`src/common/sysref_consts.svh`:
```
// constants for the reference capture and offset trim register bank
// assumes a 32-bit wishbone slave; register index times four is the byte address
`ifndef SYSREF_CONSTS_SVH
`define SYSREF_CONSTS_SVH

// ----------------------------------------
// register indices
// ----------------------------------------
`define IDX_TRIM_HIGH    10'h025
`define IDX_TRIM_LOW     10'h026
`define IDX_CLK_CTRL     10'h030
`define IDX_CLK_STATUS   10'h031
`define IDX_REF_DELAY    10'h032
`define IDX_ANALOG_MISC_CONTROL     10'h033
`define IDX_CLAMP        10'h034
`define IDX_RSVD_A       10'h035
`define IDX_RSVD_B       10'h036
`define IDX_RSVD_C       10'h037
`define IDX_IRQ_STATUS   10'h038
`define IDX_IRQ_MASK     10'h039

// ----------------------------------------
// field positions
// ----------------------------------------
`define BIT_RCVR_ON      7
`define BIT_PROC_ON      6
`define BIT_EDGE_CLR     5
`define BIT_MARG_CLR     4
`define BIT_CTRL_RSVD    3
`define BIT_EDGE_FLAG    7
`define BIT_MARG_FLAG    6
`define IRQ_EDGE         0
`define IRQ_MARG         1

// ----------------------------------------
// reset values and control write mask
// ----------------------------------------
`define RST_TRIM_HIGH    7'h40
`define RST_TRIM_LOW     8'h00
`define RST_CLK_CTRL     8'hc0
`define RST_REF_DELAY    8'h80
`define RST_ANALOG_MISC_CONTROL     8'hc3
`define RST_CLAMP        8'h2f
`define RST_RSVD_A       8'hdf
`define RST_RSVD_B       8'h00
`define RST_RSVD_C       8'h45
`define STATUS_RSVD      6'h07
`define TRIM_NEUTRAL     15'h4000
`define CTRL_WMASK       8'hf7

`endif

```
`src/common/sysref_pkg.sv`:
```
// types shared by the reference capture register bank
// assumes the constants header for all figures
package sysref_pkg;

  // ----------------------------------------
  // capture front end state
  // ----------------------------------------
  typedef struct packed {
    logic main_s1;   // first sync stage, main pin
    logic main_s2;   // second sync stage
    logic main_s3;   // previous synced value
    logic tap_s1;    // first sync stage, delayed tap
    logic tap_s2;    // second sync stage
    logic tap_s3;    // previous synced value
    logic rise;      // registered rising-edge pulse
    logic marginal;  // registered marginal pulse
  } capture_t;

  // ----------------------------------------
  // register bank state
  // ----------------------------------------
  typedef struct packed {
    logic [7:0]  ctrl;        // clock generator control
    logic [6:0]  trim_high;   // trim word bits 14-8
    logic [7:0]  trim_low;    // trim word bits 7-0
    logic [7:0]  ref_delay;   // reference delay control
    logic [7:0]  analog_misc_control;    // analog miscellany
    logic [7:0]  clamp;       // input clamp control
    logic        edge_seen;   // sticky edge flag
    logic        marginal;    // sticky marginal flag
    logic [1:0]  irq_status;  // sticky event bits
    logic [1:0]  irq_mask;    // event enables
    logic        irq;         // interrupt output
    logic        ack;         // bus acknowledge
    logic [31:0] rdata;       // bus read data
    logic [14:0] trim_out;    // trim applied to converter
  } regs_t;

endpackage : sysref_pkg

```
`src/common/capture_if.sv`:
```
// carrier between the register bank and its capture front end
// assumes both ends share clk
`timescale 1ns/1ns
interface capture_if;
  logic enable;    // capture path powered and running
  logic rise;      // one-cycle rising edge pulse
  logic marginal;  // marginal capture pulse, two cycles when the copies sync a cycle apart

  modport bank  (output enable, input rise, input marginal);
  modport sense (input enable, output rise, output marginal);
endinterface : capture_if

```
`src/verilog/edge_capture.sv`:
```
// reference input synchroniser and edge classifier
// assumes asynchronous reference pin and a delayed tap of the same pin
`timescale 1ns/1ns
`include "sysref_consts.svh"
module edge_capture
  import sysref_pkg::*;
(
  input  wire logic clk,           // device clock
  input  wire logic rst_b,         // async reset, active low
  input  wire logic reference_in,  // reference pin
  input  wire logic tap_in,        // reference after short delay
  capture_if.sense  cap            // to the register bank
);

  // ----------------------------------------
  // state
  // ----------------------------------------
  capture_t st;       // registered state
  capture_t next_st;  // next state

  assign cap.rise     = st.rise;
  assign cap.marginal = st.marginal;

  // next state: two-stage sync, then edge compare
  always_comb begin
    next_st         = st;
    next_st.main_s1 = reference_in;
    next_st.main_s2 = st.main_s1;
    next_st.main_s3 = st.main_s2;
    next_st.tap_s1  = tap_in;
    next_st.tap_s2  = st.tap_s1;
    next_st.tap_s3  = st.tap_s2;
    // edge only counted while receiver and processor run
    next_st.rise    = cap.enable & st.main_s2 & ~st.main_s3;
    // tap and main disagree on the edge cycle: near clock edge
    next_st.marginal = cap.enable &
                       ((st.main_s2 & ~st.main_s3) ^ (st.tap_s2 & ~st.tap_s3));
  end

  // register the state
  always_ff @(posedge clk or negedge rst_b) begin
    if (!rst_b) begin
      st <= '0;
    end else begin
      st <= next_st;
    end
  end

endmodule : edge_capture

```
`src/verilog/sysref_capture_offset_regs.sv`:
```
// register bank for reference capture control and offset trim
// assumes a classic wishbone master on clk; reference pins are asynchronous, background_cal_active is on clk
//
// Register access over Wishbone was decided locally.
`timescale 1ns/1ns
`include "sysref_consts.svh"
module sysref_capture_offset_regs
  import sysref_pkg::*;
(
  input  wire logic        clk,                      // device clock, 100 MHz
  input  wire logic        rst_b,                    // async reset, active low
  // ----------------------------------------
  // wishbone slave
  // ----------------------------------------
  input  wire logic        wb_cyc_i,                 // bus cycle
  input  wire logic        wb_stb_i,                 // strobe
  input  wire logic        wb_we_i,                  // write enable
  input  wire logic [11:0] wb_adr_i,                 // byte address
  input  wire logic [3:0]  wb_sel_i,                 // byte lanes
  input  wire logic [31:0] wb_dat_i,                 // write data
  output logic      [31:0] wb_dat_o,                 // read data
  output logic             wb_ack_o,                 // acknowledge
  // ----------------------------------------
  // reference pins and calibration state
  // ----------------------------------------
  input  wire logic        reference_in,             // reference pin
  input  wire logic        reference_tap_in,         // delayed reference copy
  input  wire logic        background_cal_active,    // calibration mode, same clock
  // ----------------------------------------
  // controls to the analog section, and the interrupt
  // ----------------------------------------
  output logic             reference_receiver_on,    // receiver enable
  output logic             reference_processor_on,   // processor enable
  output logic             sample_clock_dc_coupled,  // sample clock coupling
  output logic             reference_dc_coupled,     // reference coupling
  output logic             timestamp_dc_coupled,     // timestamp coupling
  output logic      [14:0] global_offset_trim,       // trim applied to all banks
  output logic      [3:0]  reference_delay,          // reference delay steps
  output logic             interrupt                 // level, unmasked event pending
);

  // ----------------------------------------
  // helpers
  // ----------------------------------------

  // byte address to register index
  function automatic logic [9:0] reg_index(input logic [11:0] adr);
    reg_index = adr[11:2];
  endfunction : reg_index

  // lane 0 write of one byte
  function automatic logic [7:0] merge_byte(input logic [7:0] old,
                                            input logic [7:0] wdat,
                                            input logic       lane);
    merge_byte = lane ? wdat : old;
  endfunction : merge_byte

  // control bit written from one to zero
  function automatic logic fell(input logic [7:0] old,
                                input logic [7:0] nxt,
                                input int         pos);
    fell = old[pos] & ~nxt[pos];
  endfunction : fell

  // ----------------------------------------
  // state and front end
  // ----------------------------------------
  regs_t      st;        // registered state
  regs_t      next_st;   // next state
  capture_if  cap ();    // front end carrier

  edge_capture u_capture (
    .clk          (clk),
    .rst_b        (rst_b),
    .reference_in (reference_in),
    .tap_in       (reference_tap_in),
    .cap          (cap.sense)
  );

  // capture runs only with both stages powered
  assign cap.enable = st.ctrl[`BIT_RCVR_ON] & st.ctrl[`BIT_PROC_ON];

  // ----------------------------------------
  // outputs straight from flip-flops
  // ----------------------------------------
  assign wb_dat_o                = st.rdata;
  assign wb_ack_o                = st.ack;
  assign reference_receiver_on   = st.ctrl[`BIT_RCVR_ON];
  assign reference_processor_on  = st.ctrl[`BIT_PROC_ON];
  assign sample_clock_dc_coupled = st.ctrl[2];
  assign reference_dc_coupled    = st.ctrl[1];
  assign timestamp_dc_coupled    = st.ctrl[0];
  assign global_offset_trim      = st.trim_out;
  assign reference_delay         = st.ref_delay[3:0];
  assign interrupt               = st.irq;

  // ----------------------------------------
  // next state
  // ----------------------------------------

  // bus decode, register writes, flags, interrupt
  always_comb begin
    logic        req;       // new request this cycle
    logic        wr;        // write taken now
    logic [9:0]  idx;       // decoded index
    logic [7:0]  wbyte;     // lane 0 write byte
    logic [7:0]  ctrl_new;  // control after this write
    logic        clr_edge;  // edge clear sequence done
    logic        clr_marg;  // marginal clear sequence done
    logic [1:0]  events;    // events this cycle
    logic [1:0]  w1c;       // status bits written one

    req      = wb_cyc_i & wb_stb_i & ~st.ack;
    wr       = req & wb_we_i;
    idx      = reg_index(wb_adr_i);
    wbyte    = wb_dat_i[7:0];
    ctrl_new = st.ctrl;
    clr_edge = 1'b0;
    clr_marg = 1'b0;
    w1c      = 2'b00;
    next_st  = st;

    // one-cycle acknowledge, dropped the cycle after
    next_st.ack = req;

    // register writes; only lane 0 carries data
    if (wr) begin
      unique case (idx)
        `IDX_TRIM_HIGH: begin
          next_st.trim_high = merge_byte({1'b0, st.trim_high}, wbyte, wb_sel_i[0])
                              [6:0];
        end
        `IDX_TRIM_LOW: begin
          next_st.trim_low = merge_byte(st.trim_low, wbyte, wb_sel_i[0]);
        end
        `IDX_CLK_CTRL: begin
          // reserved bit 3 stays zero whatever is written
          ctrl_new     = merge_byte(st.ctrl, wbyte & `CTRL_WMASK,
                                    wb_sel_i[0]);
          next_st.ctrl = ctrl_new;
        end
        `IDX_REF_DELAY: begin
          next_st.ref_delay = merge_byte(st.ref_delay, wbyte, wb_sel_i[0]);
        end
        `IDX_ANALOG_MISC_CONTROL: begin
          next_st.analog_misc_control = merge_byte(st.analog_misc_control, wbyte, wb_sel_i[0]);
        end
        `IDX_CLAMP: begin
          next_st.clamp = merge_byte(st.clamp, wbyte, wb_sel_i[0]);
        end
        `IDX_IRQ_STATUS: begin
          // write one clears the sticky bit
          w1c = wb_sel_i[0] ? wbyte[1:0] : 2'b00;
        end
        `IDX_IRQ_MASK: begin
          if (wb_sel_i[0]) begin
            next_st.irq_mask = wbyte[1:0];
          end
        end
        default: begin
          // status, reserved and unmapped indices ignore writes
        end
      endcase
    end

    // clear happens when the bit goes back from one to zero
    clr_edge = fell(st.ctrl, ctrl_new, `BIT_EDGE_CLR);
    clr_marg = fell(st.ctrl, ctrl_new, `BIT_MARG_CLR);

    // sticky capture flags; a new event wins over the clear
    events = {cap.marginal, cap.rise};
    if (cap.rise) begin
      next_st.edge_seen = 1'b1;
    end else if (clr_edge) begin
      next_st.edge_seen = 1'b0;
    end
    if (cap.marginal) begin
      next_st.marginal = 1'b1;
    end else if (clr_marg) begin
      next_st.marginal = 1'b0;
    end

    // interrupt status: set wins over write-one clear
    next_st.irq_status = (st.irq_status & ~w1c) | events;
    next_st.irq        = |(next_st.irq_status & next_st.irq_mask);

    // trim word; neutral while background calibration owns offset
    if (background_cal_active) begin
      next_st.trim_out = `TRIM_NEUTRAL;
    end else begin
      next_st.trim_out = {next_st.trim_high, next_st.trim_low};
    end

    // read data, captured with the acknowledge
    next_st.rdata = st.rdata;
    if (req) begin
      next_st.rdata = 32'h0000_0000;
      if (!wb_we_i) begin
        unique case (idx)
          `IDX_TRIM_HIGH:  next_st.rdata[7:0] = {1'b0, st.trim_high};
          `IDX_TRIM_LOW:   next_st.rdata[7:0] = st.trim_low;
          `IDX_CLK_CTRL:   next_st.rdata[7:0] = st.ctrl;
          `IDX_CLK_STATUS: begin
            // fixed reserved pattern below the two flags
            next_st.rdata[7:0] = {st.edge_seen, st.marginal,
                                  `STATUS_RSVD};
          end
          `IDX_REF_DELAY:  next_st.rdata[7:0] = st.ref_delay;
          `IDX_ANALOG_MISC_CONTROL:   next_st.rdata[7:0] = st.analog_misc_control;
          `IDX_CLAMP:      next_st.rdata[7:0] = st.clamp;
          `IDX_RSVD_A:     next_st.rdata[7:0] = `RST_RSVD_A;
          `IDX_RSVD_B:     next_st.rdata[7:0] = `RST_RSVD_B;
          `IDX_RSVD_C:     next_st.rdata[7:0] = `RST_RSVD_C;
          `IDX_IRQ_STATUS: next_st.rdata[1:0] = st.irq_status;
          `IDX_IRQ_MASK:   next_st.rdata[1:0] = st.irq_mask;
          default: begin
            // unmapped index reads zero
            next_st.rdata = 32'h0000_0000;
          end
        endcase
      end
    end
  end

  // ----------------------------------------
  // state register
  // ----------------------------------------

  // reset to documented defaults
  always_ff @(posedge clk or negedge rst_b) begin
    if (!rst_b) begin
      st            <= '0;
      st.ctrl       <= `RST_CLK_CTRL;
      st.trim_high  <= `RST_TRIM_HIGH;
      st.trim_low   <= `RST_TRIM_LOW;
      st.ref_delay  <= `RST_REF_DELAY;
      st.analog_misc_control   <= `RST_ANALOG_MISC_CONTROL;
      st.clamp      <= `RST_CLAMP;
      st.trim_out   <= `TRIM_NEUTRAL;
    end else begin
      st <= next_st;
    end
  end

endmodule : sysref_capture_offset_regs

```
`config.mk`:
```
export PLATFORM = sky130hd
export DESIGN_NAME = sysref_capture_offset_regs
export DESIGN_NICKNAME = d
export VERILOG_FILES = /design/src/common/sysref_pkg.sv /design/src/common/capture_if.sv /design/src/verilog/edge_capture.sv /design/src/verilog/sysref_capture_offset_regs.sv
export VERILOG_INCLUDE_DIRS = /design/src /design/src/common
export SDC_FILE = /design/constraint.sdc
export NUM_CORES = 1
export LEC_CHECK = 0
export ABC_AREA = 0
export ABC_CLOCK_PERIOD_IN_PS = 2100
export BUFFER_PORTS_ARGS = -buffer_cell sky130_fd_sc_hd__buf_2
export CAP_MARGIN = 20
export CORE_AREA = 2 2 93 95
export DETAILED_ROUTE_END_ITERATION = 6
export DIE_AREA = 0 0 95 97
export PLACE_DENSITY = 0.78
export SLEW_MARGIN = 5
export SYNTH_ARGS = -nofsm -noshare
export SYNTH_HDL_FRONTEND = slang
export SYNTH_SLANG_ARGS = --single-unit
```
`constraint.sdc`:
```
create_clock -name clk -period 2.1 [get_ports clk]
set_input_delay 0.21 -clock clk [delete_from_list [all_inputs] [get_ports clk]]
set_output_delay 0.21 -clock clk [all_outputs]
set_load 0.005 [all_outputs]
```
==> flow_metrics.tcl, run 1 <==
set metrics [dict create \
    crit_path_max_incr_delay_ps 370 \
    antenna_found_initial 0 \
    switching_share_pct 24.3 \
    drtAntennaViolNets 0 \
    met1_length_um 4080 \
    period_minus_slack_ps 1960 \
    drv_slew 0 \
    p_leak_nw 2.34 \
    hold_path_class "input port to register" \
    ir_drop_uv 284 \
    p_comb_share_pct 6.6 \
    async_flop_share_pct 100 \
    internal_power_w 0.00233 \
    cts_buffer_depth 2 \
    fmaxAchievable_ghz 0.509 \
    cts_tree "built" \
    final_nets 461 \
    ios 114 \
    wirelength_um 9110 \
    p_switching_w 0.000747 \
    dr_total_vias 2783 \
    postSynthAreaPerCell_um2 11.9 \
    clk-insertion-delay-late_ps 350 \
    clkTransAtPathRegs_ps 90 \
    synth-main-ff-cell "dfrtp_1" \
    p_per_area_nw_per_um2 657 \
    area_growth_pct 12.2 \
    critPathCaptureType "register" \
    grt_pass1_vias 2763 \
    crit_type "register to register" \
    die_h_um 97 \
    hold_violations 0 \
    maxCapViolations 0 \
    fin_worst_skew_ps 9.65 \
    coreArea_um2 8130 \
    crit_chain "nand3b_1 > buf_4 > nor2_1 > buf_4 > nand3_2 > mux2_2 > nor2b_1" \
    synth.most_common_cell "dfrtp_1" \
    seq_power_share_pct 54.4 \
    period_share_pct 93.5 \
    dp_hpwl_um 6650 \
    cp_num_buf_inv 2 \
    finalSetupViolCount 0 \
    synth-edff-count 0 \
    clkPwrFrac_pct 39.0 \
    synth_top_area_share_pct 43.2 \
    wl_met2_um 4400 \
    die_area_um2 9220 \
    synthTopCellsByCount "dfrtp_1, buf_4, mux2_2" \
    cp_data_required_time_ps 2330 \
    cts.sinks 86 \
    cts_buffers 9 \
    drt_iter0_markers 203 \
    wl_met3_um 488 \
    grt_pass1_wl_um 14600 \
    overflow 0 \
    hold_ws_ps 182 \
    place.gp.congestion 0.921 \
    synth-seq-area-share_pct 52.0 \
    gr-usage-all-layers_pct 20.9 \
    drtPass1Iterations 4 \
    cp_top_family "simple AND/OR/NAND/NOR gates" \
    netlist_area_um2 4170 \
    postSynthRegisterBits 86 \
    rsz0062_at_grt "no" \
    io_buffers 60 \
    root_buffer "clkbuf_8" \
    synthesis.instances 349 \
    cp_slowest_cell "dfrtp_1" \
    status "completed" \
    grt_max_degree 48 \
    num_antenna_cells 0 \
    slew_headroom_pct 61.9 \
    htreeDepth 3 \
    die_w_um 95 \
    drc 0 \
    yosys.area.top_type "dfrtp_1" \
    yosys_warnings 0 \
    drive_above_1_share_pct 42.2 \
    crit_arrival_ps 2190 \
    wl_per_cell_um 17.7 \
    rows 33 \
    worst_pin_slew_ps 567 \
    highest_layer "met4" \
    ys_top_cells_by_area "dfrtp_1, mux2_2, buf_4, dfstp_2, nor2b_1" \
    start_util_pct 51.3 \
    setup_tns_ps 0 \
    cp-start-kind "register" \
    total_power_w 0.00307 \
    cp_common_cell "buf_4" \
    yosysUniqueCellTypes 58 \
    via_per_inst 5.40 \
    cp_max_fo 8 \
]
## routing by layer
layer,global-route usage (%),up-vias
met5,0,-
met4,6.47,0
met1,30.5,1392
li1,-,1286
met2,32.4,92
met3,3.04,13
## flip-flops by register name, summed over array words and instances (netlist names), named ones only
signal                  count
wb_ack_o                    1
u_capture.st                2
interrupt                   1
u_capture.next_st           4
u_capture.cap.marginal      1
st                         43
u_capture.cap.rise          1
wb_dat_o                    8
reference_processor_on      1
global_offset_trim         15
reference_delay             4
reference_receiver_on       1
## worst paths after layout
path	start	end	slack [ps]	depth (start not counted)
max in group asynchronous	rst_b	st[60]	1010	3
worst max register to register	wb_ack_o	global_offset_trim[7]	140	7
worst min-delay path	wb_dat_i[3]	reference_delay[3]	180	2
min in group asynchronous	rst_b	global_offset_trim[9]	400	2
worst min register to register	u_capture.next_st[6]	u_capture.next_st[5]	350	0
worst max-delay path	wb_ack_o	global_offset_trim[7]	140	7
## timing repair
| item | in CTS | in global routing |
|---|---|---|
| gates resized for setup | 0 | 2 |
| endpoints found under the setup margin | 0 | 4 |
| buffers inserted | 0 | 0 |
| hold endpoints to repair | 45 | 0 |
| hold buffers | 3 | 0 |
## per-stage QoR
step	setup slack (ps)	area, um2	instances	utilization (%)
after floorplan	300	4260	372	-
after global placement	120	4430	496	54.5
after detailed placement	112	4430	496	54.5
after CTS	125	4670	515	57.4
after global routing	32.1	4680	515	57.5
final	137	4680	515	57.5
## kinds of logic after synthesis
kind of cell	Yosys count	synth area share, %
other cells	1	0.0899
mux	54	14.8
xor+xnor	1	0.210
buf+inv	65	10.6
simple gates	92	13.5
flops	86	52.0
compound gates	50	8.79
## power groups by stage
stage	registers, W	clock network (W)	logic, W
floorplan	0.00170	0	0.000108
global placement	0.00170	0	0.000194
detailed placement	0.00170	0	0.000200
CTS	0.00167	0.00123	0.000204
global route	0.00167	0.00130	0.000227
finish	0.00167	0.00120	0.000204
## placed cells by master (no fill, tap or decap), types with 2 or more instances in the layout
cell,n
dfstp_2,14
clkbuf_8,10
nor3b_1,4
conb_1,24
a21o_1,5
a221oi_1,2
a22o_1,5
nor2b_1,22
nand4_1,5
inv_6,2
dfrtp_1,72
o21ai_0,10
inv_1,3
nor3_1,4
nand2_1,24
dlygate4sd3_1,3
nor2_1,8
a21oi_1,4
buf_2,59
nand3_1,4
mux2i_1,2
and3_1,3
nand4b_1,2
mux2_2,51
a32o_1,2
a2bb2oi_1,2
a22oi_1,6
o31ai_1,2
nand3_2,2
buf_4,21
## worst register-to-register path, delay by kind of cell (launching register included)
kind	cells	cell delay, ps
multiplexers	1	360
buffers and inverters	2	380
AND/OR/NAND/NOR	4	740
flip-flops	1	370
## layout make-up
type,instances,area [um2]
Fill cell,682,3460
Sequential cell,86,2170
Multi-Input combinational cell,221,1660
Timing Repair Buffer,84,503
Clock buffer,10,138
Tap cell,105,131
Clock inverter,6,68.8
Inverter,3,11.3
Power figures use the tool's default switching activity.
==> run 2: changes to the inputs <==
--- a/config.mk
+++ b/config.mk
@@ -6,14 +6,13 @@
 export SDC_FILE = /design/constraint.sdc
 export NUM_CORES = 1
 export LEC_CHECK = 0
-export ABC_AREA = 0
 export ABC_CLOCK_PERIOD_IN_PS = 2100
-export BUFFER_PORTS_ARGS = -buffer_cell sky130_fd_sc_hd__buf_2
 export CAP_MARGIN = 20
-export CORE_AREA = 2 2 93 95
+export CORE_AREA = 2 2 87 89
 export DETAILED_ROUTE_END_ITERATION = 6
-export DIE_AREA = 0 0 95 97
-export PLACE_DENSITY = 0.78
+export DIE_AREA = 0 0 89 91
+export DONT_BUFFER_PORTS = 1
+export PLACE_DENSITY = 0.74
 export SLEW_MARGIN = 5
 export SYNTH_ARGS = -nofsm -noshare
 export SYNTH_HDL_FRONTEND = slang
==> flow_metrics.tcl, run 2 (same netlist as run 1, synthesis figures left out) <==
set metrics [dict create \
    status "finished with violations" \
    violations "hold timing" \
    post_cts_buffers 0 \
    drc 0 \
    grt_pass1_wl_um 13900 \
    cp_max_fo 6 \
    via_per_inst 6.06 \
    area_growth_pct 5.52 \
    rows 31 \
    crit_path_max_incr_delay_ps 400 \
    root_buffer "clkbuf_8" \
    regMostFlops "st" \
    grt_pass1_vias 2603 \
    fin_area_um2 4400 \
    coreArea_um2 7140 \
    rsz0062_at_grt "no" \
    instances_no_fill 450 \
    cts_tree "built" \
    dr_total_vias 2727 \
    crit_arrival_ps 2200 \
    num_antenna_cells 0 \
    cp-start-kind "register" \
    clkTransAtPathRegs_ps 80 \
    period_minus_slack_ps 1920 \
    p_switching_w 0.000634 \
    clkPwrFrac_pct 41.2 \
    layout_common_cells "dfrtp_1, mux2_2, conb_1" \
    critPathCaptureType "register" \
    p_leak_nw 2.04 \
    period_share_pct 91.6 \
    p_comb_share_pct 3.8 \
    fin_worst_skew_ps 9.96 \
    worst_pin_slew_ps 585 \
    setup_tns_ps 0 \
    hold_ws_ps -461 \
    seq_power_share_pct 55.0 \
    wl_met2_um 4270 \
    cts.sinks 86 \
    cp_slowest_cell "or3b_1" \
    io_buffers 0 \
    grt_max_degree 87 \
    final_util_pct 61.6 \
    die_w_um 89 \
    cp_top_family "simple AND/OR/NAND/NOR gates" \
    hold_violations 86 \
    drtPass1Iterations 5 \
    place.gp.congestion 0.972 \
    drv_slew 0 \
    met1_length_um 3760 \
    p_per_area_nw_per_um2 690 \
    fmaxAchievable_ghz 0.520 \
    cts_buffer_depth 2 \
    crit_chain "nand3b_1 > or3b_1 > a311oi_1 > nand3_1 > a22oi_1" \
    htreeDepth 3 \
    drtAntennaViolNets 0 \
    largest_reg_flops 43 \
    switching_share_pct 20.9 \
    start_util_pct 58.4 \
    final_common_cell "dfrtp_1" \
    wirelength_um 9050 \
    crit_type "register to register" \
    rr_startpoint "wb_ack_o" \
    ios 114 \
    antenna_found_initial 0 \
    overflow 0 \
    crit_path_start "wb_ack_o" \
    dpl_cell_area_um2 4030 \
    slew_headroom_pct 60.9 \
    clk-insertion-delay-late_ps 350 \
    cp_num_buf_inv 0 \
    internal_power_w 0.00240 \
    maxCapViolations 0 \
    cp_data_required_time_ps 2370 \
    finalSetupViolCount 0 \
    hold_path_class "input port to asynchronous set/reset pin" \
    die_h_um 91 \
    dp_hpwl_um 6010 \
    highest_layer "met4" \
    cts_buffers 9 \
    die_area_um2 8100 \
    final_nets 402 \
    ir_drop_uv 379 \
    gr-usage-all-layers_pct 23.3 \
    drive_above_1_share_pct 28.5 \
    wl_per_cell_um 20.1 \
    placed_cells 419 \
    drt_iter0_markers 227 \
    wl_met3_um 734 \
]
-- run 2: worst register-to-register path: cells and delay by family, from the launching register on --
family / cells / cell delay (ps)
AND/OR/NAND/NOR: 3 / 870
flip-flops: 1 / 390
AO/OA/AOI/OAI: 2 / 600
-- run 2: layout make-up --
| cell class | instances | area (um2) |
|---|---|---|
| fill | 562 | 2740 |
| clock buffer | 14 | 183 |
| inverter | 3 | 11.3 |
| multi-input combinational | 221 | 1650 |
| sequential | 86 | 2170 |
| tap | 99 | 124 |
| clock inverter | 2 | 38.8 |
| timing repair buffer | 25 | 225 |
-- run 2: power by group through the flow --
stage	Combinational [W]	Clock, W	Sequential (W)
3_5_place_dp	0.0000794	0	0.00170
2_1_floorplan	0.000108	0	0.00170
3_3_place_gp	0.0000770	0	0.00170
5_1_grt	0.000127	0.00134	0.00167
4_1_cts	0.000106	0.00127	0.00167
6_report	0.000116	0.00125	0.00167
-- run 2: path summary, 6_finish.rpt --
check | to | slack (ps) | cells after the start
setup / recovery | wb_dat_o[3] | 180 | 5
hold / removal | u_capture.next_st[6] | -460 | 0
setup reg to reg | wb_dat_o[3] | 180 | 5
hold reg to reg | u_capture.next_st[5] | 350 | 0
max in group asynchronous | st[55] | 2340 | 0
min in group clk | st[70] | 0 | 1
-- run 2: metrics by stage --
| step | hold WS, ps | setup slack [ps] | power [W] |
|---|---|---|---|
| after floorplan | -85.6 | 300 | 0.00181 |
| after global placement | -84.2 | 196 | 0.00178 |
| after detailed placement | -84.5 | 155 | 0.00178 |
| after CTS | -472 | 137 | 0.00305 |
| after global routing | -482 | 56.1 | 0.00314 |
| final | -461 | 176 | 0.00304 |
-- run 2: repair_timing --
item | CTS | global route
hold buffers | 11 | 4
resized for setup | 0 | 1
endpoints found under the setup margin | 0 | 5
endpoints found under the hold margin | 123 | 90
-- run 2: per-layer routing --
| layer | up-vias | track usage (%) |
|---|---|---|
| li1 | 1164 | - |
| met1 | 1364 | 31.9 |
| met2 | 165 | 35.3 |
| met3 | 34 | 6.00 |
| met4 | 0 | 9.33 |
| met5 | - | 0 |
